<file path="config.mk">
export PLATFORM = sky130hd
export DESIGN_NAME = cpwm_top
export DESIGN_NICKNAME = d
export VERILOG_FILES = /design/src/verilog/cpwm_pkg.sv /design/src/verilog/cpwm_timer_if.sv /design/src/verilog/cpwm_top.sv /design/src/verilog/cpwm_timer.sv /design/src/verilog/cpwm_event_det.sv
export SDC_FILE = /design/constraint.sdc
export NUM_CORES = 1
export LEC_CHECK = 0
export BUFFER_PORTS_ARGS = -buffer_cell sky130_fd_sc_hd__buf_2
export CORE_UTILIZATION = 45
export DETAILED_ROUTE_END_ITERATION = 8
export PLACE_DENSITY = 0.81
export SLEW_MARGIN = 20
export SYNTH_ARGS = -nofsm -noshare
export SYNTH_HDL_FRONTEND = slang
export SYNTH_SLANG_ARGS = --single-unit
</file>
<file path="constraint.sdc">
create_clock -name i_clock -period 1.45 [get_ports i_clock]
set_input_delay 0.29 -clock i_clock [delete_from_list [all_inputs] [get_ports i_clock]]
set_output_delay 0.29 -clock i_clock [all_outputs]
set_load 0.02 [all_outputs]
</file>
<file path="src/verilog/cpwm_pkg.sv">
// Package: constants and types for the complementary output generator
package cpwm_pkg;
   localparam int CPWM_NSRC = 4;
   localparam int CPWM_CNT_W = 6;
   localparam logic [2:0] CPWM_MD_STEER = 3'h0;
   localparam logic [2:0] CPWM_MD_SYNC = 3'h1;
   localparam logic [2:0] CPWM_MD_FWD = 3'h2;
   localparam logic [2:0] CPWM_MD_REV = 3'h3;
   localparam logic [2:0] CPWM_MD_HALF = 3'h4;
   localparam logic [2:0] CPWM_MD_PP = 3'h5;
   localparam logic [3:0] CPWM_STEER_RST = 4'h0;
   localparam logic [3:0] CPWM_SDATA_RST = 4'h0;
   localparam logic [2:0] CPWM_MODE_RST = 3'h0;
   localparam logic [1:0] CPWM_OVR_HIGH = 2'h0;
   localparam logic [1:0] CPWM_OVR_LOW = 2'h1;
   localparam logic [1:0] CPWM_OVR_OFF = 2'h2;
   localparam logic [1:0] CPWM_OVR_HIZ = 2'h3;
   localparam int CPWM_IDX_A = 0;
   localparam int CPWM_IDX_B = 1;
   localparam int CPWM_IDX_C = 2;
   localparam int CPWM_IDX_D = 3;
   typedef enum logic [1:0] {
      CPWM_ST_IDLE = 2'h0,
      CPWM_ST_PHASE = 2'h1,
      CPWM_ST_DEAD = 2'h3,
      CPWM_ST_ON = 2'h2
   } cpwm_edge_state_type;
endpackage

</file>
<file path="src/verilog/cpwm_timer_if.sv">
// Interface: start and expiry of one delay timer
`timescale 1ns/100ps
interface cpwm_timer_if #(parameter int W = 6);
   logic start;
   logic [W-1:0] count;
   logic busy;
   logic done;
   modport owner (output start, output count, input busy, input done);
   modport timer (input start, input count, output busy, output done);
endinterface // cpwm_timer_if

</file>
<file path="src/verilog/cpwm_top.sv">
// Module: complementary output generator core with steering and shutdown
// Operation
// RL1: Period from rising event spacing, active time from rise to fall.
// RL2: Events may share a source; inputs are sampled so any timing works.
// RL3: Phase, blanking and clocked dead band count generator clock ticks.
// RL4: Each output has its own steering enable selecting PWM or static.
// RL5: Cleared steering bit drives that output's static data bit.
// RL6: Steered mode: steering changes apply the cycle after the write.
// RL7: Synchronous steered: steering waits for next rising event, static not.
// RL8: Full bridge drives two outputs, one modulated, one at full duty.
// RL9: Direction change inserts dead band before the modulated output; code holds it off until primary next falls, no dead band.
// RL10: Forward mode: D modulated, A held on.
// RL11: Reverse mode: B modulated, C held on.
// RL12: Half bridge gives primary and complement matching input PWM.
// RL13: Half bridge turn-on waits dead band after other output turns off.
// RL14: Half bridge primary to A and/or C, complement to B and/or D.
// RL15: Push-pull: A equals C, B equals D.
// RL16: Push-pull drive rise to fall, alternating pairs each period.
// RL17: Optional blanking of opposite events after each drive edge.
// RL18: Phase delay holds the active drive after a rising event.
// RL19: Shutdown ends drive, optional auto restart, four override states.
// RL20: Each output polarity is selectable independently.
// RL21: Selected sources are ORed, each edge or level detected.
// RL22: Falling event clears primary, blanks, then complement after dead band.
// RL23: Rising event clears complement after phase, blanks, primary after dead band.
// RL24: Disabled or just enabled: primary inactive, complement active.
// RL25: Synchronous steering uses a pending latch moved on rising event.
// RL26: Reset clears steering, static data, mode and enable.
`timescale 1ns/100ps
module cpwm_top
   import cpwm_pkg::*;
#(parameter int N = CPWM_NSRC, parameter int W = CPWM_CNT_W) (
   input wire logic i_clock,
   input wire logic i_sys_rst,
   input wire logic i_enable,
   input wire logic [2:0] i_mode,
   input wire logic i_gen_tick,
   input wire logic [N-1:0] i_rise_src,
   input wire logic [N-1:0] i_fall_src,
   input wire logic [N-1:0] i_rise_sel,
   input wire logic [N-1:0] i_fall_sel,
   input wire logic [N-1:0] i_rise_edge,
   input wire logic [N-1:0] i_fall_edge,
   input wire logic [W-1:0] i_rise_phase,
   input wire logic [W-1:0] i_fall_phase,
   input wire logic [W-1:0] i_rise_dead,
   input wire logic [W-1:0] i_fall_dead,
   input wire logic i_rise_dead_async,
   input wire logic i_fall_dead_async,
   input wire logic i_rise_dead_chain,
   input wire logic i_fall_dead_chain,
   input wire logic [W-1:0] i_rise_blank,
   input wire logic [W-1:0] i_fall_blank,
   input wire logic i_steer_wr,
   input wire logic [3:0] i_steer_enable,
   input wire logic [3:0] i_static_data,
   input wire logic [3:0] i_polarity,
   input wire logic i_shutdown,
   input wire logic i_auto_restart,
   input wire logic i_shutdown_clear,
   input wire logic [1:0] i_override_ac,
   input wire logic [1:0] i_override_bd,
   output logic [3:0] o_out,
   output logic [3:0] o_out_oe,
   output logic [3:0] o_steer_active,
   output logic o_shutdown_active
);
   logic rise_lvl, rise_ev, fall_lvl, fall_ev;
   logic rise_ok, fall_ok;
   cpwm_timer_if #(.W(W)) rph_if();
   cpwm_timer_if #(.W(W)) fph_if();
   cpwm_timer_if #(.W(W)) rdb_if();
   cpwm_timer_if #(.W(W)) fdb_if();
   cpwm_timer_if #(.W(W)) rbk_if();
   cpwm_timer_if #(.W(W)) fbk_if();

   cpwm_event_det #(.N(N)) u_rise (.i_clock(i_clock), .i_sys_rst(i_sys_rst),
      .i_src(i_rise_src), .i_sel(i_rise_sel), .i_edge_mode(i_rise_edge),
      .o_level(rise_lvl), .o_event(rise_ev)); // [RL2] [RL21]
   cpwm_event_det #(.N(N)) u_fall (.i_clock(i_clock), .i_sys_rst(i_sys_rst),
      .i_src(i_fall_src), .i_sel(i_fall_sel), .i_edge_mode(i_fall_edge),
      .o_level(fall_lvl), .o_event(fall_ev)); // [RL2] [RL21]
   cpwm_timer #(.W(W)) u_rph (.i_clock(i_clock), .i_sys_rst(i_sys_rst),
      .i_tick(i_gen_tick), .tif(rph_if)); // [RL3]
   cpwm_timer #(.W(W)) u_fph (.i_clock(i_clock), .i_sys_rst(i_sys_rst),
      .i_tick(i_gen_tick), .tif(fph_if));
   cpwm_timer #(.W(W)) u_rdb (.i_clock(i_clock), .i_sys_rst(i_sys_rst),
      .i_tick(i_gen_tick), .tif(rdb_if));
   cpwm_timer #(.W(W)) u_fdb (.i_clock(i_clock), .i_sys_rst(i_sys_rst),
      .i_tick(i_gen_tick), .tif(fdb_if));
   cpwm_timer #(.W(W)) u_rbk (.i_clock(i_clock), .i_sys_rst(i_sys_rst),
      .i_tick(i_gen_tick), .tif(rbk_if));
   cpwm_timer #(.W(W)) u_fbk (.i_clock(i_clock), .i_sys_rst(i_sys_rst),
      .i_tick(i_gen_tick), .tif(fbk_if));

   // Blanking: rise ignored while rising blank runs, and vice versa
   assign rise_ok = rise_ev & ~rbk_if.busy; // [RL17]
   assign fall_ok = fall_ev & ~fbk_if.busy; // [RL17]

   cpwm_edge_state_type rst_r, rst_nxt, fst_r, fst_nxt;
   logic pri_r, pri_nxt, cmp_r, cmp_nxt;
   logic [3:0] steer_r, steer_nxt, pend_r, pend_nxt, sdata_r, sdata_nxt;
   logic pend_v_r, pend_v_nxt, en_r, en_nxt, pp_r, pp_nxt;
   logic [2:0] mode_r, mode_nxt;
   logic dir_r, dir_nxt, dirchg_r, dirchg_nxt;
   logic sd_r, sd_nxt;
   logic [3:0] out_r, out_nxt, oe_r, oe_nxt;
   logic [3:0] raw, drive;
   logic rdead_done, fdead_done;

   // Clocked dead timer expiry, or delay-chain input asserted in async mode, counts as expired
   assign rdead_done = rdb_if.done | (i_rise_dead_async & i_rise_dead_chain); // [RL3]
   assign fdead_done = fdb_if.done | (i_fall_dead_async & i_fall_dead_chain); // [RL3]

   always_comb begin
      rph_if.start = rise_ok && en_r; // [RL18]
      rph_if.count = i_rise_phase;
      fph_if.start = fall_ok && en_r;
      fph_if.count = i_fall_phase;
      rbk_if.start = fall_ok && en_r; // [RL22]
      rbk_if.count = i_rise_blank;
      fbk_if.start = rise_ok && en_r; // [RL23]
      fbk_if.count = i_fall_blank;
      rdb_if.start = (rst_r == CPWM_ST_PHASE) && rph_if.done && !i_rise_dead_async;
      rdb_if.count = i_rise_dead;
      fdb_if.start = (fst_r == CPWM_ST_PHASE) && fph_if.done && !i_fall_dead_async;
      fdb_if.count = i_fall_dead;
   end

   always_comb begin
      rst_nxt = rst_r;
      fst_nxt = fst_r;
      pri_nxt = pri_r;
      cmp_nxt = cmp_r;
      pp_nxt = pp_r;
      en_nxt = i_enable;
      if (!en_r) begin
         rst_nxt = CPWM_ST_IDLE;
         fst_nxt = CPWM_ST_IDLE;
         pri_nxt = 1'b0; // [RL24]
         cmp_nxt = 1'b1; // [RL24]
      end else begin
         if (rise_ok) begin
            rst_nxt = CPWM_ST_PHASE; // [RL1]
            fst_nxt = CPWM_ST_IDLE;
            pp_nxt = ~pp_r; // [RL16]
         end else begin
            case (rst_r)
               CPWM_ST_PHASE:
                  if (rph_if.done) begin
                     cmp_nxt = 1'b0; // [RL23]
                     rst_nxt = CPWM_ST_DEAD;
                  end
               CPWM_ST_DEAD:
                  if (rdead_done) begin
                     pri_nxt = 1'b1; // [RL13] [RL23]
                     rst_nxt = CPWM_ST_ON;
                  end
               CPWM_ST_ON: rst_nxt = CPWM_ST_ON;
               default: rst_nxt = CPWM_ST_IDLE;
            endcase
         end
         if (fall_ok) begin
            pri_nxt = 1'b0; // [RL1] [RL22]
            rst_nxt = CPWM_ST_IDLE;
            fst_nxt = CPWM_ST_PHASE;
         end else begin
            case (fst_r)
               CPWM_ST_PHASE:
                  if (fph_if.done) begin
                     fst_nxt = CPWM_ST_DEAD;
                  end
               CPWM_ST_DEAD:
                  if (fdead_done) begin
                     cmp_nxt = 1'b1; // [RL13] [RL22]
                     fst_nxt = CPWM_ST_ON;
                  end
               CPWM_ST_ON: fst_nxt = CPWM_ST_ON;
               default: fst_nxt = CPWM_ST_IDLE;
            endcase
         end
      end
   end

   always_comb begin
      mode_nxt = i_mode;
      sdata_nxt = sdata_r;
      steer_nxt = steer_r;
      pend_nxt = pend_r;
      pend_v_nxt = pend_v_r;
      // Pending value moves first so a write in the same cycle stays pending
      if (pend_v_r && rise_ok) begin
         steer_nxt = pend_r; // [RL7] [RL25]
         pend_v_nxt = 1'b0;
      end
      if (i_steer_wr) begin
         sdata_nxt = i_static_data; // [RL7]
         if (mode_r == CPWM_MD_SYNC) begin
            pend_nxt = i_steer_enable; // [RL25]
            pend_v_nxt = 1'b1;
         end else begin
            steer_nxt = i_steer_enable; // [RL6]
         end
      end
      dir_nxt = dir_r;
      dirchg_nxt = dirchg_r;
      if ((mode_r == CPWM_MD_FWD) || (mode_r == CPWM_MD_REV)) begin
         dir_nxt = (mode_r == CPWM_MD_REV);
         if (dir_nxt != dir_r) begin
            dirchg_nxt = 1'b1; // [RL9]
         end else if (pri_r && !pri_nxt) begin
            dirchg_nxt = 1'b0;
         end
      end else begin
         dirchg_nxt = 1'b0;
      end
      sd_nxt = sd_r;
      if (i_shutdown) begin
         sd_nxt = 1'b1; // [RL19]
      end else if (i_auto_restart && rise_ok) begin
         sd_nxt = 1'b0; // [RL19]
      end else if (i_shutdown_clear) begin
         sd_nxt = 1'b0;
      end
   end

   always_comb begin
      raw = 4'h0;
      case (mode_r)
         CPWM_MD_STEER, CPWM_MD_SYNC: raw = {4{pri_r}}; // [RL4]
         CPWM_MD_FWD: begin
            raw[CPWM_IDX_A] = 1'b1; // [RL8] [RL10]
            raw[CPWM_IDX_D] = pri_r & ~dirchg_r; // [RL9] [RL10]
         end
         CPWM_MD_REV: begin
            raw[CPWM_IDX_C] = 1'b1; // [RL8] [RL11]
            raw[CPWM_IDX_B] = pri_r & ~dirchg_r; // [RL9] [RL11]
         end
         CPWM_MD_HALF: raw = {cmp_r, pri_r, cmp_r, pri_r}; // [RL12] [RL14]
         CPWM_MD_PP: raw = {pri_r & ~pp_r, pri_r & pp_r, pri_r & ~pp_r, pri_r & pp_r}; // [RL15]
         default: raw = 4'h0;
      endcase
      drive = raw ^ i_polarity; // [RL20]
      out_nxt = 4'h0;
      oe_nxt = 4'hF;
      for (int i = 0; i < 4; i++) begin
         if (!steer_r[i]) begin
            out_nxt[i] = sdata_r[i]; // [RL5]
         end else if (sd_r) begin
            case ((i % 2 == 0) ? i_override_ac : i_override_bd)
               CPWM_OVR_HIGH: out_nxt[i] = 1'b1;
               CPWM_OVR_LOW: out_nxt[i] = 1'b0;
               CPWM_OVR_OFF: out_nxt[i] = i_polarity[i];
               default: begin
                  out_nxt[i] = 1'b0;
                  oe_nxt[i] = 1'b0; // [RL19]
               end
            endcase
         end else if (!en_r) begin
            out_nxt[i] = ((mode_r == CPWM_MD_HALF) && (i % 2 == 1)) ^ i_polarity[i];
         end else begin
            out_nxt[i] = drive[i];
         end
      end
   end

   always_ff @(posedge i_clock) begin
      if (i_sys_rst) begin
         rst_r <= CPWM_ST_IDLE;
         fst_r <= CPWM_ST_IDLE;
         pri_r <= 1'b0;
         cmp_r <= 1'b1;
         pp_r <= 1'b0;
         en_r <= 1'b0; // [RL26]
         mode_r <= CPWM_MODE_RST; // [RL26]
         steer_r <= CPWM_STEER_RST; // [RL26]
         pend_r <= CPWM_STEER_RST;
         pend_v_r <= 1'b0;
         sdata_r <= CPWM_SDATA_RST; // [RL26]
         dir_r <= 1'b0;
         dirchg_r <= 1'b0;
         sd_r <= 1'b0;
         out_r <= 4'h0;
         oe_r <= 4'hF;
      end else begin
         rst_r <= rst_nxt;
         fst_r <= fst_nxt;
         pri_r <= pri_nxt;
         cmp_r <= cmp_nxt;
         pp_r <= pp_nxt;
         en_r <= en_nxt;
         mode_r <= mode_nxt;
         steer_r <= steer_nxt;
         pend_r <= pend_nxt;
         pend_v_r <= pend_v_nxt;
         sdata_r <= sdata_nxt;
         dir_r <= dir_nxt;
         dirchg_r <= dirchg_nxt;
         sd_r <= sd_nxt;
         out_r <= out_nxt;
         oe_r <= oe_nxt;
      end
   end

   assign o_out = out_r;
   assign o_out_oe = oe_r;
   assign o_steer_active = steer_r;
   assign o_shutdown_active = sd_r;

   a_steer_static: assert property (@(posedge i_clock) disable iff (i_sys_rst)
      !steer_r[0] |=> out_r[0] == $past(sdata_r[0])) else $error("static data not driven"); // [RL5]
   a_steer_direct: assert property (@(posedge i_clock) disable iff (i_sys_rst)
      i_steer_wr && mode_r == CPWM_MD_STEER |=> steer_r == $past(i_steer_enable))
      else $error("steering not applied"); // [RL6]
   a_sync_pending: assert property (@(posedge i_clock) disable iff (i_sys_rst)
      pend_v_r && !rise_ok && !i_steer_wr |=> $stable(steer_r)) else $error("sync steer early"); // [RL7]
   a_fwd_a_on: assert property (@(posedge i_clock) disable iff (i_sys_rst)
      mode_r == CPWM_MD_FWD && steer_r[0] && !sd_r && en_r |=> out_r[0] == ~$past(i_polarity[0]))
      else $error("forward A not on"); // [RL10]
   a_rev_c_on: assert property (@(posedge i_clock) disable iff (i_sys_rst)
      mode_r == CPWM_MD_REV && steer_r[2] && !sd_r && en_r |=> out_r[2] == ~$past(i_polarity[2]))
      else $error("reverse C not on"); // [RL11]
   a_pp_pairs: assert property (@(posedge i_clock) disable iff (i_sys_rst)
      mode_r == CPWM_MD_PP |-> raw[0] == raw[2] && raw[1] == raw[3]) else $error("pairs differ"); // [RL15]
   a_fall_clears: assert property (@(posedge i_clock) disable iff (i_sys_rst)
      fall_ok && en_r |=> !pri_r) else $error("primary not cleared"); // [RL22]
   a_disabled_out: assert property (@(posedge i_clock) disable iff (i_sys_rst)
      !en_r |=> !pri_r && cmp_r) else $error("disabled state wrong"); // [RL24]
   a_shutdown_set: assert property (@(posedge i_clock) disable iff (i_sys_rst)
      i_shutdown |=> sd_r) else $error("shutdown missed"); // [RL19]
   a_half_gap: assert property (@(posedge i_clock) disable iff (i_sys_rst)
      !(pri_r && cmp_r && en_r && rst_r == CPWM_ST_ON)) else $error("overlap"); // [RL13]
endmodule // cpwm_top

</file>
<file path="src/verilog/cpwm_timer.sv">
// Module: down-counting delay timer on the generator clock enable
`timescale 1ns/100ps
module cpwm_timer
   import cpwm_pkg::*;
#(parameter int W = 6) (
   input wire logic i_clock,
   input wire logic i_sys_rst,
   input wire logic i_tick,
   cpwm_timer_if.timer tif
);
   logic [W-1:0] cnt_r;
   logic [W-1:0] cnt_nxt;
   logic busy_r;
   logic busy_nxt;
   logic done_r;
   logic done_nxt;
   always_comb begin
      cnt_nxt = cnt_r;
      busy_nxt = busy_r;
      done_nxt = 1'b0;
      if (tif.start) begin
         // Zero count expires at once
         cnt_nxt = tif.count;
         busy_nxt = (tif.count != '0);
         done_nxt = (tif.count == '0);
      end else if (busy_r && i_tick) begin
         cnt_nxt = cnt_r - W'(1);
         if (cnt_r == W'(1)) begin
            busy_nxt = 1'b0;
            done_nxt = 1'b1;
         end
      end
   end
   always_ff @(posedge i_clock) begin
      if (i_sys_rst) begin
         cnt_r <= '0;
         busy_r <= 1'b0;
         done_r <= 1'b0;
      end else begin
         cnt_r <= cnt_nxt;
         busy_r <= busy_nxt;
         done_r <= done_nxt;
      end
   end
   assign tif.busy = busy_r;
   assign tif.done = done_r;
endmodule // cpwm_timer

</file>
<file path="src/verilog/cpwm_event_det.sv">
// Module: per-source edge or level detection and OR of selected sources
`timescale 1ns/100ps
module cpwm_event_det
   import cpwm_pkg::*;
#(parameter int N = CPWM_NSRC) (
   input wire logic i_clock,
   input wire logic i_sys_rst,
   input wire logic [N-1:0] i_src,
   input wire logic [N-1:0] i_sel,
   input wire logic [N-1:0] i_edge_mode,
   output logic o_level,
   output logic o_event
);
   logic [N-1:0] prev_r;
   logic [N-1:0] prev_nxt;
   logic lvl_r;
   logic lvl_nxt;
   logic [N-1:0] hit;
   always_comb begin
      prev_nxt = i_src;
      // Edge sources pulse, level sources hold
      hit = i_sel & ((i_edge_mode & i_src & ~prev_r) | (~i_edge_mode & i_src));
      lvl_nxt = |hit;
   end
   always_ff @(posedge i_clock) begin
      if (i_sys_rst) begin
         prev_r <= '0;
         lvl_r <= 1'b0;
      end else begin
         prev_r <= prev_nxt;
         lvl_r <= lvl_nxt;
      end
   end
   assign o_level = lvl_r;
   assign o_event = lvl_nxt & ~lvl_r;
endmodule // cpwm_event_det

</file>
==> results of run 1 <==
-- kinds of logic after synthesis --
family,count (synthesis),share of synthesized area (%)
multiplexers,23,5.177
flip-flops,91,40.52
buffers and inverters,41,4.008
AO/OA/AOI/OAI,99,16.42
adder cells (fa/ha/maj),12,3.340
AND/OR/NAND/NOR,213,24.30
XOR/XNOR,32,6.234
-- state kept, by name, summed over array words and instances (netlist names), 2 cells and up --
| name | flops |
|---|---|
| u_fbk.cnt_r | 6 |
| u_fdb.cnt_r | 6 |
| u_fph.cnt_r | 6 |
| u_rbk.cnt_r | 6 |
| u_rdb.cnt_r | 6 |
| u_rph.cnt_r | 6 |
| o_out | 4 |
| o_out_oe | 4 |
| o_steer_active | 4 |
| pend_r | 4 |
| sdata_r | 4 |
| u_fall.prev_r | 4 |
| u_rise.prev_r | 4 |
| mode_r | 3 |
| fst_r | 2 |
| rst_r | 2 |
-- power groups by stage --
stage / Combinational, mW / Sequential (mW) / Clock [mW]
after global placement: 0.798 / 2.77 / 0
final: 1.00 / 2.73 / 2.00
after floorplan: 0.464 / 2.77 / 0
after detailed placement: 0.827 / 2.77 / 0
after CTS: 0.940 / 2.72 / 2.02
after global routing: 1.08 / 2.74 / 2.15
-- worst paths after layout --
check / from / endpoint / slack (ns) / cells after the start
hold / removal: i_mode[2] / mode_r[2] / 0.13 / 2
hold reg to reg: o_steer_active[1] / o_out_oe[1] / 0.47 / 1
setup / recovery: u_rise.prev_r[0] / cmp_r / -0.08 / 6
setup reg to reg: u_rise.prev_r[0] / cmp_r / -0.08 / 6
-- area by class of cell --
type                       instances  area [um^2]
fill                             788         3546
sequential                        91         1842
inverter                          19        71.32
timing repair buffer             168         1142
clock inverter                     6        95.09
tap                              133        166.4
clock buffer                      10        137.6
multi-input combinational        379         2729
-- synth_stat cells (10+ instances only) --
| cell type | number | area, um^2 |
|---|---|---|
| inv_1 | 19 | 71.32 |
| nor2_1 | 79 | 296.5 |
| o21ai_0 | 15 | 75.07 |
| nand2b_1 | 14 | 87.58 |
| nor3_1 | 10 | 50.05 |
| mux2i_1 | 21 | 210.2 |
| xor2_1 | 16 | 140.1 |
| a211oi_1 | 29 | 217.7 |
| nand2_1 | 37 | 138.9 |
| a21oi_1 | 17 | 85.08 |
| nand3_1 | 11 | 55.05 |
| nor2b_1 | 19 | 118.9 |
| dfxtp_1 | 91 | 1822 |
| xnor2_1 | 16 | 140.1 |
| nor4_1 | 11 | 68.82 |
| ha_1 | 12 | 150.1 |
| clkbuf_1 | 13 | 48.80 |
-- what timing repair did --
item / CTS / global route
setup buffers: 15 / 4
pin swaps: 31 / 19
endpoints found under the setup margin: 30 / 49
gates cloned: 2 / 0
gates resized for setup: 42 / 47
-- worst max-delay path, stage by stage, from the launching register on --
cell and delay (ns):
dfxtp_2 0.33, nand2_2 0.04, a32o_2 0.28, buf_4 0.16, o21ai_4 0.20, nand4_1 0.11, a221o_1 0.30
-- through the flow --
stage,util [%],setup WS [ns],TNS [ns]
2_1_floorplan,-,-0.02913,-0.2621
3_3_place_gp,56.19,-0.1816,-4.589
3_5_place_dp,56.19,-0.2423,-6.118
4_1_cts,61.83,-0.06117,-0.4953
5_1_grt,63.55,-0.1586,-2.903
6_report,63.55,-0.08309,-0.7106
-- per-layer routing --
metal  vias up  part of all wire [%]  global-route usage (%)
li1       2121                     -                       -
met1      2030                    43                   27.40
met2       137                    50                   39.66
met3        29                   4.9                   4.036
met4         2                   2.5                   9.011
met5         -                  0.10                       0
==> metrics.cfg, run 1 <==
[outcome]
outcome=finished with violations
violations=setup timing

[pwr]
netSwitchingPower_mw=1.558
combinationalPowerShare_pct=17.5
p_clk_share_pct=34.9
power.internal_mw=4.167
swShare_pct=27.22
max-vdd-ir-drop_uv=522.3
p_seq_share_pct=47.6
power_mw=5.726
power_density_mw_per_mm2=925.9
leakage_nw=2.523

[floorplan]
dieHeight_um=102.0
die_area_mm2=0.01039
design.core.area_mm2=0.009729
ios=104
die_w_um=102.0
initial_core_util_pct=46.21
rows=36

[sta]
setup_viol=25
layout_setup_ws_ns=-0.08309
fmax_mhz=652.3
holdWs_ns=0.1336
fin_worst_skew_ns=0.01098
worst_slew_pin_slew_ns=0.3995
period_share_pct=105.7
fin_crit_ns=1.533
finalHoldViolCount=0
rsz0062_at_grt=true
drv_slew=0
slew_headroom_pct=73.12

[placement]
postPlaceCellArea_mm2=0.005466
io_buffers=103
hpwl_um=7963
dp.cells=770
place_congestion=0.8512

[global_routing]
grt_overflow=0
grt_max_degree=32
gr-usage-all-layers_pct=22.59
grt_pass1_vias=4164
antenna_found_initial=1
grt_pass1_wl_um=18540

[synthesis]
synth_edf_count=0
synth_area_mm2=0.004496
synth_area_per_cell_um2=8.798
postSynthCellCount=511
ys_warn_count=0
yosysSeqAreaShare_pct=40.52
synth-main-ff-cell=dfxtp_1
async_flop_share_pct=0
ys_types=58
synth_seq_cells=91
syn-num-nets=614

[critical_path]
worstPathRequired_ns=1.71
arrival_ns=1.79
cp_max_fo=3
worst-setup-path-type=reg2reg
worstSetupStartpointType=flop
crit_path_end_kind=flop

[drt]
antenna_left=0
drt_wl_total_um=11650
drt-wirelength-per-cell_um=14.45
vias=4319
first_pass_iters=4
drc=0
drt_first_iter_violations=164
routed_via_density=5.359

[min_path]
worstHoldPathType=in2reg

[finish]
fin_area_mm2=0.006183
drive_gt1_share_pct=38.34
instances_no_fill=806
mostFrequentLayoutCells=buf_2, dfxtp_1, nor2_1
layout_commonest_cell=buf_2
final_nets=771
antenna_cells=0
area_growth_pct=37.55

[clock_network]
cts_sinks=91
cts_buffers=9
cts.htree.levels=3
cts-root-buf=clkbuf_8
clk_pin_slew_worst_paths_ns=0.10
cts_tree=built
clk-insertion-delay-late_ns=0.36
clockBufferDepth=2
postCtsHoldBufs=0

[job]
maxCapViolCount=0

Power figures use the tool's default switching activity.
==> run 2, diff against run 1 <==
--- a/config.mk
+++ b/config.mk
@@ -6,9 +6,10 @@
 export NUM_CORES = 1
 export LEC_CHECK = 0
 export BUFFER_PORTS_ARGS = -buffer_cell sky130_fd_sc_hd__buf_2
+export CAP_MARGIN = 20
 export CORE_UTILIZATION = 45
 export DETAILED_ROUTE_END_ITERATION = 8
-export PLACE_DENSITY = 0.81
+export PLACE_DENSITY = 0.79
 export SLEW_MARGIN = 20
 export SYNTH_ARGS = -nofsm -noshare
 export SYNTH_HDL_FRONTEND = slang
==> constraint.sdc (replaced) <==
create_clock -name i_clock -period 1.5 [get_ports i_clock]
set_input_delay 0.15 -clock i_clock [delete_from_list [all_inputs] [get_ports i_clock]]
set_output_delay 0.15 -clock i_clock [all_outputs]
set_load 0.02 [all_outputs]
==> run 2 against run 1 <==
  * The run still ends with setup timing left
  * Die area is the same
  * Via count fell by 3.9%
  * Clock-buffer cell count is 1 lower
  * Critical path depth is the same
  * Sequential share of layout area increased by 1.7 points
  * Non-clock buffer count is 15 lower
  * Largest power group unchanged
  * Clock power down 7%
  * Register-to-register slack better by 0.06 ns
  * Setup slack improved by 0.056 ns
  * Critical endpoint is now u_rph.cnt_r[3]
==> metrics.cfg, run 2 (same netlist as run 1, synthesis figures left out) <==
[outcome]
outcome=finished with violations  ; unchanged
violations=setup timing  ; unchanged

[floorplan]
ios=104  ; unchanged
initial_core_util_pct=46.21  ; unchanged
rows=36  ; unchanged
dieHeight_um=102.0  ; unchanged
die_w_um=102.0  ; unchanged
design.core.area_mm2=0.009729  ; unchanged
die_area_mm2=0.01039  ; unchanged

[drt]
routed_via_density=5.245  ; was 5.359
vias=4149  ; was 4,319
drt-wirelength-per-cell_um=13.72  ; was 14.45 um
drt_first_iter_violations=183  ; was 164
antenna_left=0  ; unchanged
first_pass_iters=4  ; unchanged
drc=0  ; unchanged
drt_wl_total_um=10850  ; was 11,650 um

[global_routing]
grt_max_degree=39  ; was 32
grt_pass1_wl_um=16960  ; was 18,540 um
grt_pass1_vias=3860  ; was 4,164
grt_overflow=0  ; unchanged
antenna_found_initial=0  ; was 1
gr-usage-all-layers_pct=20.47  ; was 22.59%

[critical_path]
crit_end=u_rph.cnt_r[3]  ; was cmp_r
cpMaxStageDelayCell=o211ai_4  ; was dfxtp_2
reg2reg_depth=6  ; unchanged
max_stage_delay_ns=0.34  ; was 0.33 ns
r2r-start=u_rise.prev_r[1]  ; was u_rise.prev_r[0]
worst-setup-path-type=reg2reg  ; unchanged
cp-startpoint=u_rise.prev_r[1]  ; was u_rise.prev_r[0]
timing.rr.end=u_rph.cnt_r[3]  ; was cmp_r
path_cells=nand2_1 -> a32o_2 -> o211ai_4 -> buf_12 -> nor2_1 -> a211oi_1  ; was nand2_2 -> a32o_2 -> buf_4 -> o21ai_4 -> nand4_1 -> a221o_1
rrSetupSlack_ns=-0.03  ; was -0.08 ns
crit_path_end_kind=flop  ; unchanged
arrival_ns=1.78  ; was 1.79 ns
cp_max_fo=7  ; was 3
worstSetupStartpointType=flop  ; unchanged
worstPathRequired_ns=1.75  ; was 1.71 ns

[clock_network]
cts-root-buf=clkbuf_8  ; unchanged
clockBufferDepth=2  ; unchanged
cts_buffers=9  ; unchanged
cts_tree=built  ; unchanged
clk-insertion-delay-late_ns=0.36  ; about the same
cts_sinks=91  ; unchanged
clk_pin_slew_worst_paths_ns=0.10  ; about the same
cts.htree.levels=3  ; unchanged

[finish]
mostFrequentLayoutCells=buf_2, dfxtp_1, nor2_1  ; unchanged
antenna_cells=0  ; unchanged
instances_no_fill=791  ; was 806
drive_gt1_share_pct=31.76  ; was 38.34%
fillers=843  ; was 788
area_growth_pct=29.75  ; was 37.55%
final_nets=756  ; was 771
layout_commonest_cell=buf_2  ; unchanged

[sta]
fmax_mhz=654.9  ; was 652.3 MHz
final.setup.tns_ns=-0.09312  ; was -0.7106 ns
setup_viol=6  ; was 25
worst_slew_pin_slew_ns=0.4227  ; was 0.3995 ns
slew_headroom_pct=71.82  ; was 73.12%
rsz0062_at_grt=true  ; unchanged
finalHoldViolCount=0  ; unchanged
layout_setup_ws_ns=-0.02701  ; was -0.08309 ns
fin_worst_skew_ns=0.01368  ; was 0.01098 ns
drv_slew=0  ; unchanged
period_share_pct=101.8  ; was 105.7%
fin_crit_ns=1.527  ; was 1.533 ns

[placement]
io_buffers=103  ; unchanged
place_congestion=0.8365  ; was 0.8512
hpwl_um=7739  ; was 7963 um
dp.cells=761  ; was 770

[pwr]
leakage_nw=2.402  ; was 2.523 nW
power_density_mw_per_mm2=915.3  ; was 925.9 mW/mm^2
power_mw=5.339  ; was 5.726 mW
max-vdd-ir-drop_uv=718.5  ; was 522.3 uV

[job]
maxCapViolCount=0  ; unchanged

[min_path]
worstHoldPathType=in2reg  ; unchanged

## run 2: worst min-delay path by stage
| stage | start | to | slack (ns) | depth (start not counted) |
|---|---|---|---|---|
| 2_1_floorplan | i_override_ac[1] | o_out_oe[0] | 0.24 | 1 |
| 3_3_place_gp | i_shutdown | o_shutdown_active | 0.36 | 3 |
| 3_5_place_dp | i_enable | en_r | 0.37 | 2 |
| 4_1_cts | i_shutdown | o_shutdown_active | 0.0009 | 3 |
| 5_1_grt | i_fall_src[1] | u_fall.prev_r[1] | 0.001 | 2 |
| 6_report | i_shutdown | o_shutdown_active | 0.006 | 3 |
## run 2: routing by layer
layer | global-route usage, % | share of wire, % | wire length [um]
met3 | 4.378 | 5.0 | 538
met2 | 35.81 | 48 | 5235
met4 | 6.593 | 1.5 | 167
met1 | 25.07 | 45 | 4908
met5 | 0 | 0 | 0
## run 2: report_power, final
part           switching (mW)  internal [mW]  total, mW  leakage [nW]
Clock                   0.897          0.950       1.85         0.110
Combinational           0.430          0.429      0.859          1.55
Sequential             0.0986           2.53       2.63         0.746
Total                    1.43           3.91       5.34          2.40
## run 2: repair_timing
action | 4_1_cts | 5_1_grt
pin swaps | 2 | 13
hold endpoints to repair | 2 | 1
setup buffers | 1 | 6
endpoints found under the setup margin | 19 | 37
resized for setup | 12 | 32
cloned | 0 | 4
hold buffers | 2 | 1
## run 2: per-stage QoR
step	hold slack (ns)	worst slack (ns)	cell area (um^2)	util, %
finish	0.006290	-0.02701	5833	59.95
CTS	0.0009188	-0.01452	5632	57.88
global route	0.001170	-0.1035	5833	59.95
global placement	0.3630	-0.007143	5351	55.00
floorplan	0.2394	0.04911	4496	-
detailed placement	0.3748	-0.03665	5351	55.00
## run 2: area by class of cell
cell class / count / area (um^2) / share of cell area [%]
clock inverters: 7 / 98.84 / 1.695
well taps: 133 / 166.4 / 2.853
repair buffers: 153 / 964.7 / 16.54
clock buffers: 9 / 123.9 / 2.124
flip-flops and latches: 91 / 1834 / 31.45
multi-input cells: 379 / 2574 / 44.12
inverters: 19 / 71.32 / 1.223
## run 2: worst max-delay path: cells and delay by family, from the launching register on
kind / cells / cell delay [ns]
AO/OA/AOI/OAI: 3 / 0.85
flip-flops: 1 / 0.32
buffers and inverters: 1 / 0.17
AND/OR/NAND/NOR: 2 / 0.09
==> run 3, diff against run 2 <==
--- a/config.mk
+++ b/config.mk
@@ -6,10 +6,10 @@
 export NUM_CORES = 1
 export LEC_CHECK = 0
 export BUFFER_PORTS_ARGS = -buffer_cell sky130_fd_sc_hd__buf_2
-export CAP_MARGIN = 20
 export CORE_UTILIZATION = 45
 export DETAILED_ROUTE_END_ITERATION = 8
 export PLACE_DENSITY = 0.79
+export SETUP_SLACK_MARGIN = 0.1
 export SLEW_MARGIN = 20
 export SYNTH_ARGS = -nofsm -noshare
 export SYNTH_HDL_FRONTEND = slang
==> run 3 against run 2 <==
  * The flow still finishes with violations (setup timing)
  * Critical path type unchanged
  * First-iteration DRC count decreased by 30%
  * Critical endpoint is now u_rph.tif.busy
  * Cell count increased by 2.4%
  * Hold slack improved by 0.013 ns
  * Largest power group unchanged
  * Wire length increased by 5.7%
  * Maximum frequency increased by 1.1%
==> metrics.cfg, run 3 (same netlist as run 1, synthesis figures left out) <==
[global_routing]
grt_max_degree=37  ; was 39
grt_pass1_wl_um=18290  ; was 16,960 um
gr-usage-all-layers_pct=22.18  ; was 20.47%
antenna_found_initial=0  ; unchanged
grt_overflow=0  ; unchanged
grt_pass1_vias=4150  ; was 3,860

[drt]
first_pass_iters=4  ; unchanged
antenna_left=0  ; unchanged
drt_first_iter_violations=128  ; was 183
routed_via_density=5.284  ; was 5.245
vias=4280  ; was 4,149
drc=0  ; unchanged
drt_wl_total_um=11470  ; was 10,850 um
drt-wirelength-per-cell_um=14.16  ; was 13.72 um

[critical_path]
cpMaxStageDelayCell=dfxtp_1  ; was o211ai_4
arrival_ns=1.74  ; was 1.78 ns
path_depth=7  ; was 6
path_cells=nand2_1 -> a32o_2 -> o211ai_4 -> buf_6 -> buf_16 -> nand2b_4 -> a21oi_2  ; was nand2_1 -> a32o_2 -> o211ai_4 -> buf_12 -> nor2_1 -> a211oi_1
crit_path_end_kind=flop  ; unchanged
worst-path-buf-inv=2  ; was 1
crit_family=compound AO/OA/AOI/OAI gates  ; unchanged
max_stage_delay_ns=0.32  ; was 0.34 ns
worst-setup-path-type=reg2reg  ; unchanged
worstPathRequired_ns=1.73  ; was 1.75 ns
worstSetupStartpointType=flop  ; unchanged
reg2reg_depth=7  ; was 6
cp_max_fo=7  ; unchanged

[finish]
finish.utilization_pct=65.72  ; was 59.95%
layout.area.seq_mm2=0.001844  ; was 0.001834 mm^2
fillers=788  ; was 843
final_nets=775  ; was 756
multi_input_area_mm2=0.002856  ; was 0.002574 mm^2
drive_gt1_share_pct=40.18  ; was 31.76%
layout_commonest_cell=buf_2  ; unchanged
antenna_cells=0  ; unchanged
area_growth_pct=42.22  ; was 29.75%
mostFrequentLayoutCells=buf_2, dfxtp_1, nor2_1  ; unchanged

[floorplan]
die_w_um=102.0  ; unchanged
design.core.area_mm2=0.009729  ; unchanged
die_area_mm2=0.01039  ; unchanged
ios=104  ; unchanged
initial_core_util_pct=46.21  ; unchanged
dieHeight_um=102.0  ; unchanged
rows=36  ; unchanged

[sta]
slew_headroom_pct=71.51  ; was 71.82%
worst_slew_pin_slew_ns=0.4273  ; was 0.4227 ns
final.setup.tns_ns=-0.01185  ; was -0.09312 ns
period_share_pct=100.7  ; was 101.8%
fmax_mhz=661.8  ; was 654.9 MHz
rsz0062_at_grt=true  ; unchanged
fin_crit_ns=1.511  ; was 1.527 ns
finalHoldViolCount=0  ; unchanged
fin_worst_skew_ns=0.01135  ; was 0.01368 ns
layout_setup_ws_ns=-0.01111  ; was -0.02701 ns
setup_viol=2  ; was 6
drv_slew=0  ; unchanged

[clock_network]
clockBufferDepth=2  ; unchanged
clk-insertion-delay-late_ns=0.36  ; about the same
cts_sinks=91  ; unchanged
cts_tree=built  ; unchanged
cts_buffers=9  ; unchanged
cts-root-buf=clkbuf_8  ; unchanged
clk_pin_slew_worst_paths_ns=0.09  ; was 0.10 ns
cts.htree.levels=3  ; unchanged

[job]
maxCapViolCount=0  ; unchanged

[pwr]
power_mw=5.795  ; was 5.339 mW
p_seq_share_pct=45.6  ; was 49.3%
power.internal_mw=4.322  ; was 3.914 mW
netSwitchingPower_mw=1.473  ; was 1.426 mW
p_clk_share_pct=37.0  ; was 34.6%
power_density_mw_per_mm2=906.3  ; was 915.3 mW/mm^2
max-vdd-ir-drop_uv=671.7  ; was 718.5 uV
combinationalPowerShare_pct=17.4  ; was 16.1%
swShare_pct=25.41  ; was 26.70%
leakage_nw=2.604  ; was 2.402 nW

[placement]
place_congestion=0.8700  ; was 0.8365
hpwl_um=7826  ; was 7739 um
io_buffers=103  ; unchanged

[outcome]
violations=setup timing  ; unchanged
outcome=finished with violations  ; unchanged

[min_path]
worstHoldPathType=in2reg  ; unchanged
min_path_cells=2  ; was 3

## run 3: layout make-up
cell class | count | area share (%)
well taps | 133 | 2.603
flip-flops and latches | 91 | 28.85
clock buffers | 9 | 1.937
repair buffers | 172 | 18.65
inverters | 19 | 1.115
multi-input cells | 379 | 44.68
clock inverters | 7 | 2.172
## run 3: timing repair
item	4_1_cts	5_1_grt
gates resized for setup	75	40
hold endpoints to repair	4	0
gates cloned	2	1
buffers inserted	12	8
hold buffers	5	0
pin swaps	24	24
endpoints found under the setup margin	47	59
## run 3: through the flow
| step | instance area (um^2) | cells | hold WS (ns) | setup WS (ns) |
|---|---|---|---|---|
| after floorplan | 4516 | 511 | 0.2394 | 0.07853 |
| after global placement | 5408 | 767 | 0.3576 | -0.002855 |
| after detailed placement | 5408 | 767 | 0.3616 | -0.1240 |
| after CTS | 6140 | 802 | 0.0005451 | -0.02422 |
| after global routing | 6394 | 810 | 0.006901 | -0.07794 |
| final | 6394 | 810 | 0.01884 | -0.01111 |
## run 3: final timing paths
path | slack (ns) | end | from
worst max-delay path | -0.01 | u_rph.tif.busy | u_rise.prev_r[1]
worst min-delay path | 0.02 | u_fall.prev_r[3] | i_fall_src[3]
worst max register to register | -0.01 | u_rph.tif.busy | u_rise.prev_r[1]
worst min register to register | 0.47 | o_out_oe[1] | o_steer_active[1]
## run 3: worst register-to-register path, delay by kind of cell (launching register included)
kind,cells,cell delay (ns)
AOI/OAI and AO/OA,3,0.62
buffers and inverters,2,0.29
DFF,1,0.32
and+or+nand+nor,2,0.17
## run 3: per-layer routing
layer  vias to the layer above  global-route usage (%)  share of wire, %
met5                         -                       0                 0
met4                         0                   8.462               1.9
met3                        22                   4.446               4.1
met2                       110                   41.32                53
met1                      2016                   24.79                41
li1                       2132                       -                 -
## run 3: power groups by stage
stage | clock network (mW) | logic (mW) | registers (mW)
2_1_floorplan | 0 | 0.451 | 2.67
3_3_place_gp | 0 | 0.752 | 2.68
5_1_grt | 2.31 | 1.09 | 2.66
6_report | 2.14 | 1.01 | 2.64
4_1_cts | 2.19 | 0.929 | 2.63
3_5_place_dp | 0 | 0.784 | 2.68
